$ cat src/srmc_pkg.sv
package srmc_pkg;

   // Channel count and serial frame width.
   localparam int N_CH = 5;
   localparam int FRAME_W = 8;
   localparam int CNT_W = 6;

   // System clock rate and power-on wake-up time (longest time, so round down).
   localparam int CLK_HZ = 20_000_000;
   localparam int T_WU_US = 500;
   localparam int WU_CYC = (T_WU_US * (CLK_HZ / 1_000_000)) < 1 ? 1 :
                           T_WU_US * (CLK_HZ / 1_000_000);

   // Register addresses carried in the frame.
   localparam logic [1:0] ADDR_OUT = 2'h0;
   localparam logic [1:0] ADDR_DCR = 2'h1;
   localparam logic [1:0] ADDR_HARDWARE_CONFIG_REGISTER = 2'h2;

   // Field positions and reset values.
   localparam int HW_RST_BIT = 1;
   localparam int HW_STB_BIT = 1;
   localparam int HW_LHI_BIT = 2;
   localparam logic [2:0] SEL_STANDBY = 3'h7;
   localparam logic [4:0] OUT_RST = 5'h00;
   localparam logic [1:0] ADDR_RST = 2'h0;

   // Frame taken from the host: write flag, address, data.
   typedef struct packed {
      logic wr;
      logic [1:0] addr;
      logic [4:0] data;
   } srmc_frame_t;

   // Reply shifted to the host: transfer error flag, address, read data.
   typedef struct packed {
      logic transfer_error_flag;
      logic [1:0] addr;
      logic [4:0] data;
   } srmc_reply_t;

   typedef enum logic [1:0] {
      SRMC_WAKE = 2'b00,
      SRMC_RUN = 2'b01
   } srmc_state_t;

endpackage

$ cat src/srmc_spi_shift.sv
`timescale 1ns/1ps
`default_nettype none

module srmc_spi_shift (
   input wire logic sys_clk_i,
   input wire logic nrst_i,
   input wire logic sclk_i,
   input wire logic cs_n_i,
   input wire logic si_i,
   input wire logic [srmc_pkg::FRAME_W-1:0] tx_i,
   output logic [srmc_pkg::FRAME_W-1:0] rx_o,
   output logic done_o,
   output logic err_o,
   output logic so_o,
   output logic so_oe_o
);

   logic sclk_s1, sclk_s2, sclk_s3;
   logic cs_s1, cs_s2, cs_s3;
   logic si_s1, si_s2;
   logic [srmc_pkg::FRAME_W-1:0] sh_reg;
   logic [srmc_pkg::CNT_W-1:0] cnt_reg;
   logic so_reg, done_reg, err_reg;
   logic sclk_rise, sclk_fall, cs_fall, cs_rise;

   // Two-stage synchronisers; the third stage only serves edge detection.
   always_ff @(posedge sys_clk_i) begin
      if (!nrst_i) begin
         sclk_s1 <= 1'b0;
         sclk_s2 <= 1'b0;
         sclk_s3 <= 1'b0;
         cs_s1 <= 1'b1;
         cs_s2 <= 1'b1;
         cs_s3 <= 1'b1;
         si_s1 <= 1'b0;
         si_s2 <= 1'b0;
      end else begin
         sclk_s1 <= sclk_i;
         sclk_s2 <= sclk_s1;
         sclk_s3 <= sclk_s2;
         cs_s1 <= cs_n_i;
         cs_s2 <= cs_s1;
         cs_s3 <= cs_s2;
         si_s1 <= si_i;
         si_s2 <= si_s1;
      end
   end

   assign sclk_rise = sclk_s2 & ~sclk_s3;
   assign sclk_fall = ~sclk_s2 & sclk_s3;
   assign cs_fall = ~cs_s2 & cs_s3;
   assign cs_rise = cs_s2 & ~cs_s3;

   // Plain shift register: bits beyond one frame pass from input to output,
   // which gives daisy-chain pass-through without any extra logic.
   always_ff @(posedge sys_clk_i) begin
      if (!nrst_i) begin
         sh_reg <= '0;
         cnt_reg <= '0;
         so_reg <= 1'b0;
      end else if (cs_fall) begin
         sh_reg <= tx_i;
         cnt_reg <= '0;
         so_reg <= tx_i[srmc_pkg::FRAME_W-1];
      end else if (!cs_s2) begin
         if (sclk_rise) begin
            sh_reg <= {sh_reg[srmc_pkg::FRAME_W-2:0], si_s2};
            if (cnt_reg != '1) begin
               cnt_reg <= cnt_reg + 1'b1;
            end
         end else if (sclk_fall) begin
            so_reg <= sh_reg[srmc_pkg::FRAME_W-1];
         end
      end
   end

   // A frame is good only with a whole, non-zero number of words; a saturated
   // count is odd and therefore reported as an error.
   always_ff @(posedge sys_clk_i) begin
      if (!nrst_i) begin
         done_reg <= 1'b0;
         err_reg <= 1'b0;
      end else begin
         done_reg <= cs_rise && (cnt_reg != '0) && (cnt_reg[2:0] == 3'h0);
         err_reg <= cs_rise && !((cnt_reg != '0) && (cnt_reg[2:0] == 3'h0));
      end
   end

   assign rx_o = sh_reg;
   assign done_o = done_reg;
   assign err_o = err_reg;
   assign so_o = so_reg;
   assign so_oe_o = ~cs_s2;

endmodule

`default_nettype wire

$ cat src/srmc_supply_reset_ctrl.sv
// Contract
// - Logic supply start-up resets all serial registers.
// - Serial port and daisy chain run in every mode once the wake-up time has ended.
// - First frame after reset: channel readback, error.
// - Selector code 111 enters stand-by immediately.
// - Stand-by entry clears thermal fault latches.
// - Stand-by entry sets readable stand-by flag.
// - Idle: channels off, awake, supply present. The code tests selector not 111 for awake, so limp-home never shows idle.
// - Limp-home input wakes device without supply.
// - Resets restore registers; power-on reset clears stages unless limp-home.
// - Release reset; host waits wake-up time.
// - Software reset bit restores registers like power-on reset, but does not restart the wake-up time.
// - Limp-home holds writable registers at reset.
// - Limp-home stages follow only input pins.
// - Limp-home serves reads, discards all writes.
// - Current sense disabled in limp-home.
// - Config bit 1: stand-by read, reset write.
`timescale 1ns/1ps
`default_nettype none

module srmc_supply_reset_ctrl #(
   parameter int WU_CYCLES = srmc_pkg::WU_CYC
) (
   input wire logic sys_clk_i,
   input wire logic nrst_i,
   input wire logic sclk_i,
   input wire logic cs_n_i,
   input wire logic si_i,
   output logic so_o,
   output logic so_oe_o,
   input wire logic limp_home_input_i,
   input wire logic [srmc_pkg::N_CH-1:0] channel_input_pin_i,
   output logic [srmc_pkg::N_CH-1:0] channel_power_stage_o,
   output logic [2:0] sense_selector_o,
   output logic sense_enable_o,
   output logic standby_flag_o,
   output logic thermal_clear_o,
   output logic idle_o,
   output logic limp_active_o,
   output logic spi_ready_o
);

   localparam int WU_W = $clog2(WU_CYCLES + 1);

   srmc_pkg::srmc_state_t state_reg;
   srmc_pkg::srmc_frame_t rx_frame;
   srmc_pkg::srmc_reply_t tx_reply;
   logic [srmc_pkg::FRAME_W-1:0] rx_word;
   logic [WU_W-1:0] wu_cnt_reg;
   logic [srmc_pkg::N_CH-1:0] out_reg, stage_reg, in_s1, in_s2;
   logic [2:0] sel_reg;
   logic [1:0] rd_addr_reg;
   logic limp_s1, limp_s2;
   logic first_reg, ter_reg, rst_pend_reg;
   logic standby_reg, standby_next, therm_reg, idle_reg, sense_en_reg;
   logic done, err, fr_end, sh_oe, wr_ok, soft_rst;

   // Readback of the addressed register.
   function automatic logic [4:0] read_mux(input logic [1:0] addr, input logic [4:0] outv,
                                           input logic [2:0] sel, input logic stb,
                                           input logic limp);
      logic [4:0] v;
      v = '0;
      unique case (addr)
         srmc_pkg::ADDR_OUT: v = outv;
         srmc_pkg::ADDR_DCR: v = {2'h0, sel};
         srmc_pkg::ADDR_HARDWARE_CONFIG_REGISTER: begin
            v[srmc_pkg::HW_STB_BIT] = stb;
            v[srmc_pkg::HW_LHI_BIT] = limp;
         end
         default: v = '0;
      endcase
      return v;
   endfunction

   // Pins from outside the clock domain pass two flip-flops. The chain has no reset,
   // so a limp-home level still reaches the power stages while the logic is held.
   always_ff @(posedge sys_clk_i) begin
      limp_s1 <= limp_home_input_i;
      limp_s2 <= limp_s1;
      in_s1 <= channel_input_pin_i;
      in_s2 <= in_s1;
   end

   srmc_spi_shift u_shift (
      .sys_clk_i(sys_clk_i),
      .nrst_i(nrst_i),
      .sclk_i(sclk_i),
      .cs_n_i(cs_n_i),
      .si_i(si_i),
      .tx_i(tx_reply),
      .rx_o(rx_word),
      .done_o(done),
      .err_o(err),
      .so_o(so_o),
      .so_oe_o(sh_oe)
   );

   assign rx_frame = rx_word;
   assign fr_end = (done | err) && (state_reg == srmc_pkg::SRMC_RUN);
   assign wr_ok = done && rx_frame.wr && !limp_s2 && (state_reg == srmc_pkg::SRMC_RUN);
   assign soft_rst = rst_pend_reg;

   // Reply word: the first one after any reset is forced to channel readback
   // with the error flag raised, so the host can spot the reset.
   always_comb begin
      if (first_reg) begin
         tx_reply.transfer_error_flag = 1'b1;
         tx_reply.addr = srmc_pkg::ADDR_OUT;
         tx_reply.data = out_reg;
      end else begin
         tx_reply.transfer_error_flag = ter_reg;
         tx_reply.addr = rd_addr_reg;
         tx_reply.data = read_mux(rd_addr_reg, out_reg, sel_reg, standby_reg, limp_s2);
      end
   end

   // Wake-up timer after power-on reset; replies stay off the line meanwhile.
   always_ff @(posedge sys_clk_i) begin
      if (!nrst_i) begin
         state_reg <= srmc_pkg::SRMC_WAKE;
         wu_cnt_reg <= '0;
      end else begin
         unique case (state_reg)
            srmc_pkg::SRMC_WAKE: begin
               if (wu_cnt_reg == WU_W'(WU_CYCLES - 1)) begin
                  state_reg <= srmc_pkg::SRMC_RUN;
               end
               wu_cnt_reg <= wu_cnt_reg + 1'b1;
            end
            srmc_pkg::SRMC_RUN: state_reg <= srmc_pkg::SRMC_RUN;
            default: state_reg <= srmc_pkg::SRMC_WAKE;
         endcase
      end
   end

   // Writable register bank. Power-on, software reset and limp-home all bring
   // it back to defaults; in limp-home every write is dropped.
   always_ff @(posedge sys_clk_i) begin
      if (!nrst_i || soft_rst || limp_s2) begin
         out_reg <= srmc_pkg::OUT_RST;
         sel_reg <= srmc_pkg::SEL_STANDBY;
      end else if (wr_ok) begin
         if (rx_frame.addr == srmc_pkg::ADDR_OUT) begin
            out_reg <= rx_frame.data;
         end
         if (rx_frame.addr == srmc_pkg::ADDR_DCR) begin
            sel_reg <= rx_frame.data[2:0];
         end
      end
   end

   // Software reset command: latched once the deselect has ended its own frame and
   // carried out one cycle later, so that transfer completes cleanly and the very
   // next frame already carries the first-frame reply.
   always_ff @(posedge sys_clk_i) begin
      if (!nrst_i || soft_rst) begin
         rst_pend_reg <= 1'b0;
      end else if (wr_ok && rx_frame.addr == srmc_pkg::ADDR_HARDWARE_CONFIG_REGISTER
                   && rx_frame.data[srmc_pkg::HW_RST_BIT]) begin
         rst_pend_reg <= 1'b1;
      end
   end

   // Reply bookkeeping. A bad frame raises the error flag; that event wins
   // over the clearing that a delivered reply otherwise causes.
   always_ff @(posedge sys_clk_i) begin
      if (!nrst_i || soft_rst) begin
         first_reg <= 1'b1;
         ter_reg <= 1'b0;
         rd_addr_reg <= srmc_pkg::ADDR_RST;
      end else if (fr_end) begin
         first_reg <= 1'b0;
         ter_reg <= err;
         if (done) begin
            rd_addr_reg <= rx_frame.addr;
         end
      end
   end

   // Stand-by follows the selector at once, regardless of the input pins;
   // a limp-home level keeps the device awake.
   assign standby_next = (sel_reg == srmc_pkg::SEL_STANDBY) && !limp_s2;

   always_ff @(posedge sys_clk_i) begin
      if (!nrst_i) begin
         standby_reg <= 1'b0;
         therm_reg <= 1'b0;
         idle_reg <= 1'b0;
         sense_en_reg <= 1'b0;
      end else begin
         standby_reg <= standby_next;
         therm_reg <= standby_next && !standby_reg;
         idle_reg <= (stage_reg == '0) && (sel_reg != srmc_pkg::SEL_STANDBY);
         sense_en_reg <= !standby_next && !limp_s2;
      end
   end

   // Power stages. Power-on reset clears them unless limp-home is active; without logic supply
   // only a limp-home level lets the pins drive them.
   always_ff @(posedge sys_clk_i) begin
      if (!nrst_i) begin
         stage_reg <= limp_s2 ? in_s2 : '0;
      end else if (limp_s2) begin
         stage_reg <= in_s2;
      end else begin
         stage_reg <= out_reg | in_s2;
      end
   end

   assign so_oe_o = sh_oe && (state_reg == srmc_pkg::SRMC_RUN);
   assign channel_power_stage_o = stage_reg;
   assign sense_selector_o = sel_reg;
   assign sense_enable_o = sense_en_reg;
   assign standby_flag_o = standby_reg;
   assign thermal_clear_o = therm_reg;
   assign idle_o = idle_reg;
   assign limp_active_o = limp_s2;
   assign spi_ready_o = (state_reg == srmc_pkg::SRMC_RUN);
endmodule

`default_nettype wire

$ cat config.mk
export PLATFORM = sky130hd
export DESIGN_NAME = srmc_supply_reset_ctrl
export DESIGN_NICKNAME = d
export VERILOG_FILES = /design/src/srmc_pkg.sv /design/src/srmc_spi_shift.sv /design/src/srmc_supply_reset_ctrl.sv
export SDC_FILE = /design/constraint.sdc
export NUM_CORES = 1
export LEC_CHECK = 0
export BUFFER_PORTS_ARGS = -buffer_cell sky130_fd_sc_hd__buf_2
export CAP_MARGIN = 20
export CORE_ASPECT_RATIO = 0.6
export CORE_MARGIN = 8
export CORE_UTILIZATION = 50
export CTS_BUF_LIST = sky130_fd_sc_hd__clkbuf_4 sky130_fd_sc_hd__clkbuf_8
export CTS_CLUSTER_DIAMETER = 50
export DETAILED_ROUTE_END_ITERATION = 6
export GPL_TIMING_DRIVEN = 0
export HOLD_SLACK_MARGIN = 0.08
export PLACE_DENSITY = 0.75
export REMOVE_ABC_BUFFERS = 1
export SKIP_LAST_GASP = 1
export SLEW_MARGIN = 20
export SYNTH_ARGS = -nofsm -noshare
export SYNTH_HDL_FRONTEND = slang
export SYNTH_SLANG_ARGS = --single-unit
$ cat constraint.sdc
create_clock -name sys_clk_i -period 1.9 [get_ports sys_clk_i]
set_input_delay 0.19 -clock sys_clk_i [delete_from_list [all_inputs] [get_ports sys_clk_i]]
set_output_delay 0.19 -clock sys_clk_i [all_outputs]
set_load 0.03 [all_outputs]
# Yosys cells after proc, flatten, opt, wreduce, memory -nomap -nowiden
# Cells that the tools add are included.
# W data, S select, Z words.
[word_totals]
reg_bits = 75
input_bits = 11
output_inout_bits = 16
wordCells = 108
[classes]
addsub = 2
eq_ne = 12
n_mux = 16
bitwise_logic = 11
n_reduce_logical = 37
[op_table]
columns = ["operator", "count"]
rows = [
  ["$mux W8", 4],
  ["$logic_and A1 B1 Y1", 15],
  ["$mux W5", 3],
  ["$add A14 B1 Y14 const B", 1],
  ["$eq A14 B14 Y1 const B", 1],
  ["$reduce_and A2 Y1", 4],
  ["$add A6 B1 Y6 const B", 1],
  ["$eq A2 B1 Y1 const B", 3],
  ["$logic_not A2 Y1", 3],
  ["$ne A2 B2 Y1 const B", 3],
  ["$ne A6 B6 Y1 const B", 1],
  ["$pmux W2 S3", 1],
  ["$reduce_and A3 Y1", 2],
  ["$reduce_bool A6 Y1", 1],
  ["$logic_not A1 Y1", 5],
  ["$logic_not A5 Y1", 1],
  ["$not A1 Y1", 5],
  ["$or A5 B5 Y5", 1],
  ["$and A1 B1 Y1", 4],
  ["$eq A2 B2 Y1 const B", 2],
  ["$mux W1", 4],
  ["$mux W2", 2],
  ["$pmux W2 S2", 1],
  ["$reduce_bool A2 Y1", 2],
  ["7 further kinds", 8],
]

# Longest topological paths before layout
[depth]
ltp_word = 6
ltp_mapped = 5
ltp_nobuf = 5

# Cells and area by module
# Synthesis repeated with hierarchy kept, for this count alone.
[unflattened]
hier_cells = 302
area_unflattened_um2 = 2919.0
[modules_own_cells]
columns = ["module", "instances", "cells_each", "area_each_um2", "seq_area_each_um2"]
rows = [
  ["srmc_supply_reset_ctrl", 1, 197, 1890.6, 980.9],
  ["srmc_spi_shift", 1, 105, 1028.5, 500.5],
]

# Worst setup path before layout
# No wires, ideal clock.
[synth_path]
path_type = "reg2reg"
startpoint = "register limp_s2 (netlist: limp_active_o)"
endpoint = "register out_reg[0] (netlist bit)"
setup_ns = 0.121
arrival_ns = 1.295
required_time_ns = 1.779
slack_ns = 0.484
path_stages_with_launch = 5
n_path_buf = 0
synth_period_minus_slack_ns = 1.416
cell_sequence = "dfxtp_1 > and4bb_2 > nand3b_1 > mux2i_1 > nor2_1"
[synth_between]
elab_chain_len = 4
word_cells_on_any_way = 5
cone_classes = "5 x reduce/logical"
[synth_rtl]
columns = ["element", "line", "text"]
rows = [
  ["from (decl)", "srmc_supply_reset_ctrl.sv:53", "logic limp_s1, limp_s2;"],
  ["from (signal assigned)", "srmc_supply_reset_ctrl.sv:80", "limp_s2 <= limp_s1;"],
  ["$logic_not A1 Y1", "srmc_supply_reset_ctrl.sv:101", "assign wr_ok = done && rx_frame.wr && !limp_s2 && (state_reg == srmc_pkg::SRMC_RUN);"],
  ["$logic_and A1 B1 Y1 (2 in a row)", "srmc_supply_reset_ctrl.sv:101", ""],
  ["$reduce_and A2 Y1 (no line)", "-", ""],
  ["to (signal assigned)", "srmc_supply_reset_ctrl.sv:141", "out_reg <= srmc_pkg::OUT_RST;"],
  ["to (signal assigned)", "srmc_supply_reset_ctrl.sv:145", "out_reg <= rx_frame.data;"],
  ["to (decl)", "srmc_supply_reset_ctrl.sv:50", "logic [srmc_pkg::N_CH-1:0] out_reg, stage_reg, in_s1, in_s2;"],
]
# Parallel ways exist; a longest one is shown, timed or not.
# A chain may end at the register's enable or synchronous reset.

# Final worst setup path
[layout_path]
startpoint = "register state_reg[0]"
endpoint = "register out_reg[2] (netlist bit)"
[layout_between]
elab_chain_len = 3
[layout_rtl]
columns = ["element", "line", "text"]
rows = [
  ["from (decl)", "srmc_supply_reset_ctrl.sv:45", "srmc_pkg::srmc_state_t state_reg;"],
  ["from (signal assigned)", "srmc_supply_reset_ctrl.sv:121", "state_reg <= srmc_pkg::SRMC_WAKE;"],
  ["from (signal assigned)", "srmc_supply_reset_ctrl.sv:127", "state_reg <= srmc_pkg::SRMC_RUN;"],
  ["from (signal assigned)", "srmc_supply_reset_ctrl.sv:131", "srmc_pkg::SRMC_RUN: state_reg <= srmc_pkg::SRMC_RUN;"],
  ["$eq A2 B1 Y1", "srmc_supply_reset_ctrl.sv:101", ""],
  ["$logic_and A1 B1 Y1", "srmc_supply_reset_ctrl.sv:101", ""],
  ["$reduce_and A2 Y1 (no line)", "-", ""],
]
# Every way passes these cells.

==> flow_metrics.env <==
export IMPL_via_per_inst=5.39
export IMPL_dr_pass1_iters=4
export IMPL_seq_area_frac_synth=0.532
export IMPL_ys_flop_type="dfxtp_1"
export IMPL_cp_max_fo=15
export IMPL_drive_gt1_frac=0.145
export IMPL_timing_final_crit_share=0.868
export IMPL_ios=27
export IMPL_synth_seq_cells=74
export IMPL_worst_pin_slew_ps=492
export IMPL_crit_type="reg -> reg"
export IMPL_largest_register_ffs=14
export IMPL_crit_family="simple AND/OR/NAND/NOR gates"
export IMPL_synth_warning_count=0
export IMPL_cts_buffer_depth=2
export IMPL_cts_tree="built"
export IMPL_finalNetCount=340
export IMPL_critical_path_buf_inv_count=0
export IMPL_grt_first_pass_wirelength_um=9230
export IMPL_relSlewSlack=0.672
export IMPL_nFillCells=472
export IMPL_place_gp_congestion=0.825
export IMPL_holdCritPathClass="in -> reg"
export IMPL_slowest_stage="dfxtp_1"
export IMPL_start_kind="register"
export IMPL_status="finished, final reports clean"
export IMPL_die_width_um=112
export IMPL_syn_area_per_cell_um2=9.67
export IMPL_drv_cap=0
export IMPL_wirelength_um=5470
export IMPL_fmax_mhz=606
export IMPL_fp_row_count=21
export IMPL_grt_pass1_vias=1991
export IMPL_antennaDiodeCount=0
export IMPL_cts_buffers=9
export IMPL_slew_viol_final=0
export IMPL_drtIter0Drc=144
export IMPL_cts_max_level=3
export IMPL_fin_crit_ps=1650
export IMPL_timing_final_ws_setup_ps=250
export IMPL_clkTransAtPathRegs_ps=80
export IMPL_port_buffers=26
export IMPL_track_usage=0.143
export IMPL_place_ws_ps=282
export IMPL_cp_slowest_stage_delay_ps=630
export IMPL_grt_max_degree=26
export IMPL_coreArea_um2=5470
export IMPL_routedWlPerCell_um=13.7
export IMPL_synth_edf_count=0
export IMPL_rsz0062_at_grt="false"
export IMPL_fin_area_um2=3240
export IMPL_grt_overflow=0
export IMPL_syn_instance_count=288
export IMPL_crit_arrival_ps=1890
export IMPL_dpl_instance_area_um2=2960
export IMPL_path_cells="and4bb_2 > nand3b_1 > mux2i_1 > nor2_1"
export IMPL_leakagePower_nw=1.30
export IMPL_hold_viol=0
export IMPL_finClkSkew_ps=4.02
export IMPL_cts_resized=0
export IMPL_cp_end_kind="register"
export IMPL_ant_nets=0
export IMPL_vdd_drop_max_mv=0.565
export IMPL_clock_sinks=74
export IMPL_p_per_area_nw_per_um2=894
export IMPL_dieArea_um2=8290
export IMPL_cts_root_buf="clkbuf_8"
export IMPL_antenna_found_initial=0
export IMPL_drc=0
export IMPL_dpl_hpwl_um=3860
export IMPL_worstPathRequired_ps=2140
export IMPL_syn_area_um2=2790
export IMPL_vias=2157
export IMPL_clkLatencyLatePin_ps=350
export IMPL_fin_tns_setup_ps=0
export IMPL_setup_violations=0
export IMPL_yosysUniqueCellTypes=48
export IMPL_ys_async_sr_fraction=0
export IMPL_start_util=0.510
export IMPL_die_y_um=73.8
export IMPL_area_delta_synth_final_pct=16.3
layer usage:
metal | vias up | routed length, um | global-route usage
met5 | - | 0 | 0
met4 | 0 | 93 | 0.0757
li1 | 1097 | - | -
met2 | 44 | 2350 | 0.211
met1 | 1004 | 2720 | 0.179
met3 | 12 | 298 | 0.0525
kinds of logic (layout without fill, tap and decap cells):
kind of cell             Yosys count  in the layout  synth area share
adder cells (fa/ha/maj)            3              3            0.0135
XOR/XNOR                          12             12            0.0377
AND/OR/NAND/NOR                  126            126             0.246
flip-flops                        74             74             0.532
buffers and inverters             17             60            0.0265
AO/OA/AOI/OAI                     45             45             0.105
multiplexers                      11             11            0.0395
what timing repair did:
action | 4_1_cts | 5_1_grt
endpoints found under the hold margin | 9 | 0
buffers inserted | 0 | 0
hold buffers | 9 | 0
worst reg2reg max path: stages, from the launching register on:
cell,delay [ps]
dfxtp_1,630
and4bb_2,310
nand3b_1,280
mux2i_1,260
nor2_1,60
area by class of cell:
cell class	instances	area (um2)	share of cell area
Clock buffer	10	138	0.0425
Clock inverter	6	48.8	0.0151
Sequential cell	74	1480	0.457
Inverter	9	33.8	0.0104
Timing Repair Buffer	35	220	0.0680
Multi-Input combinational cell	197	1230	0.380
Tap cell	69	86.3	0.0267
placed cells by master (no fill, tap or decap), drive strengths merged, types with 6 or more instances in the layout:
cell type,netlist,layout
a21oi,17,17
inv,9,12
dlygate4sd3,0,9
dfxtp,74,74
clkbuf,6,10
nor2,38,38
nand2,15,15
xnor2,7,7
o21ai,7,7
nor3,8,8
buf,2,26
nand3,15,15
mux2i,11,11
nand2b,7,7
nor2b,6,6
cells in the mapped netlist (2+ instances only):
master / number / share of area
dfxtp_1: 74 / 0.53
nor2_1: 38 / 0.051
a21oi_1: 17 / 0.031
nand2_1: 15 / 0.020
nand3_1: 15 / 0.027
mux2i_1: 11 / 0.040
inv_1: 8 / 0.011
nor3_1: 8 / 0.014
nand2b_1: 7 / 0.016
o21ai_0: 7 / 0.013
xnor2_1: 7 / 0.022
nor2b_1: 6 / 0.013
and2_1: 5 / 0.011
clkbuf_1: 5 / 0.0067
xor2_1: 5 / 0.016
o221ai_1: 4 / 0.013
a31oi_1: 3 / 0.0067
and3_1: 3 / 0.0067
ha_1: 3 / 0.013
nand3b_1: 3 / 0.0081
nand4_1: 3 / 0.0067
nand4b_1: 3 / 0.0094
nor3b_1: 3 / 0.0081
nor4_1: 3 / 0.0067
o21a_1: 3 / 0.0081
a221oi_1: 2 / 0.0063
and4_1: 2 / 0.0063
and4bb_2: 2 / 0.0090
o21bai_1: 2 / 0.0054
or3_1: 2 / 0.0045
or4_1: 2 / 0.0054
through the flow:
step                total power [mW]  hold WS [ps]   util  cells
floorplan                       1.74           218      -    280
global placement                1.79           292  0.542    375
detailed placement              1.79           294  0.542    375
CTS                             2.94           219  0.592    400
global route                    3.03           256  0.592    400
finish                          2.90           235  0.592    400
path summary, 6_finish.rpt:
kind	end	cells after the start	slack (ps)	startpoint
max	out_reg[2]	4	250	state_reg[0]
max reg2reg	out_reg[2]	4	250	state_reg[0]
min reg2reg	in_s2[1]	0	330	in_s1[1]
min	u_shift.cs_s1	2	230	nrst_i
report_power, final:
group,switching [mW],internal [mW]
Sequential,0.0334,1.60
Clock,0.605,0.522
Combinational,0.0822,0.0582
(Power assumes the default switching activity.)
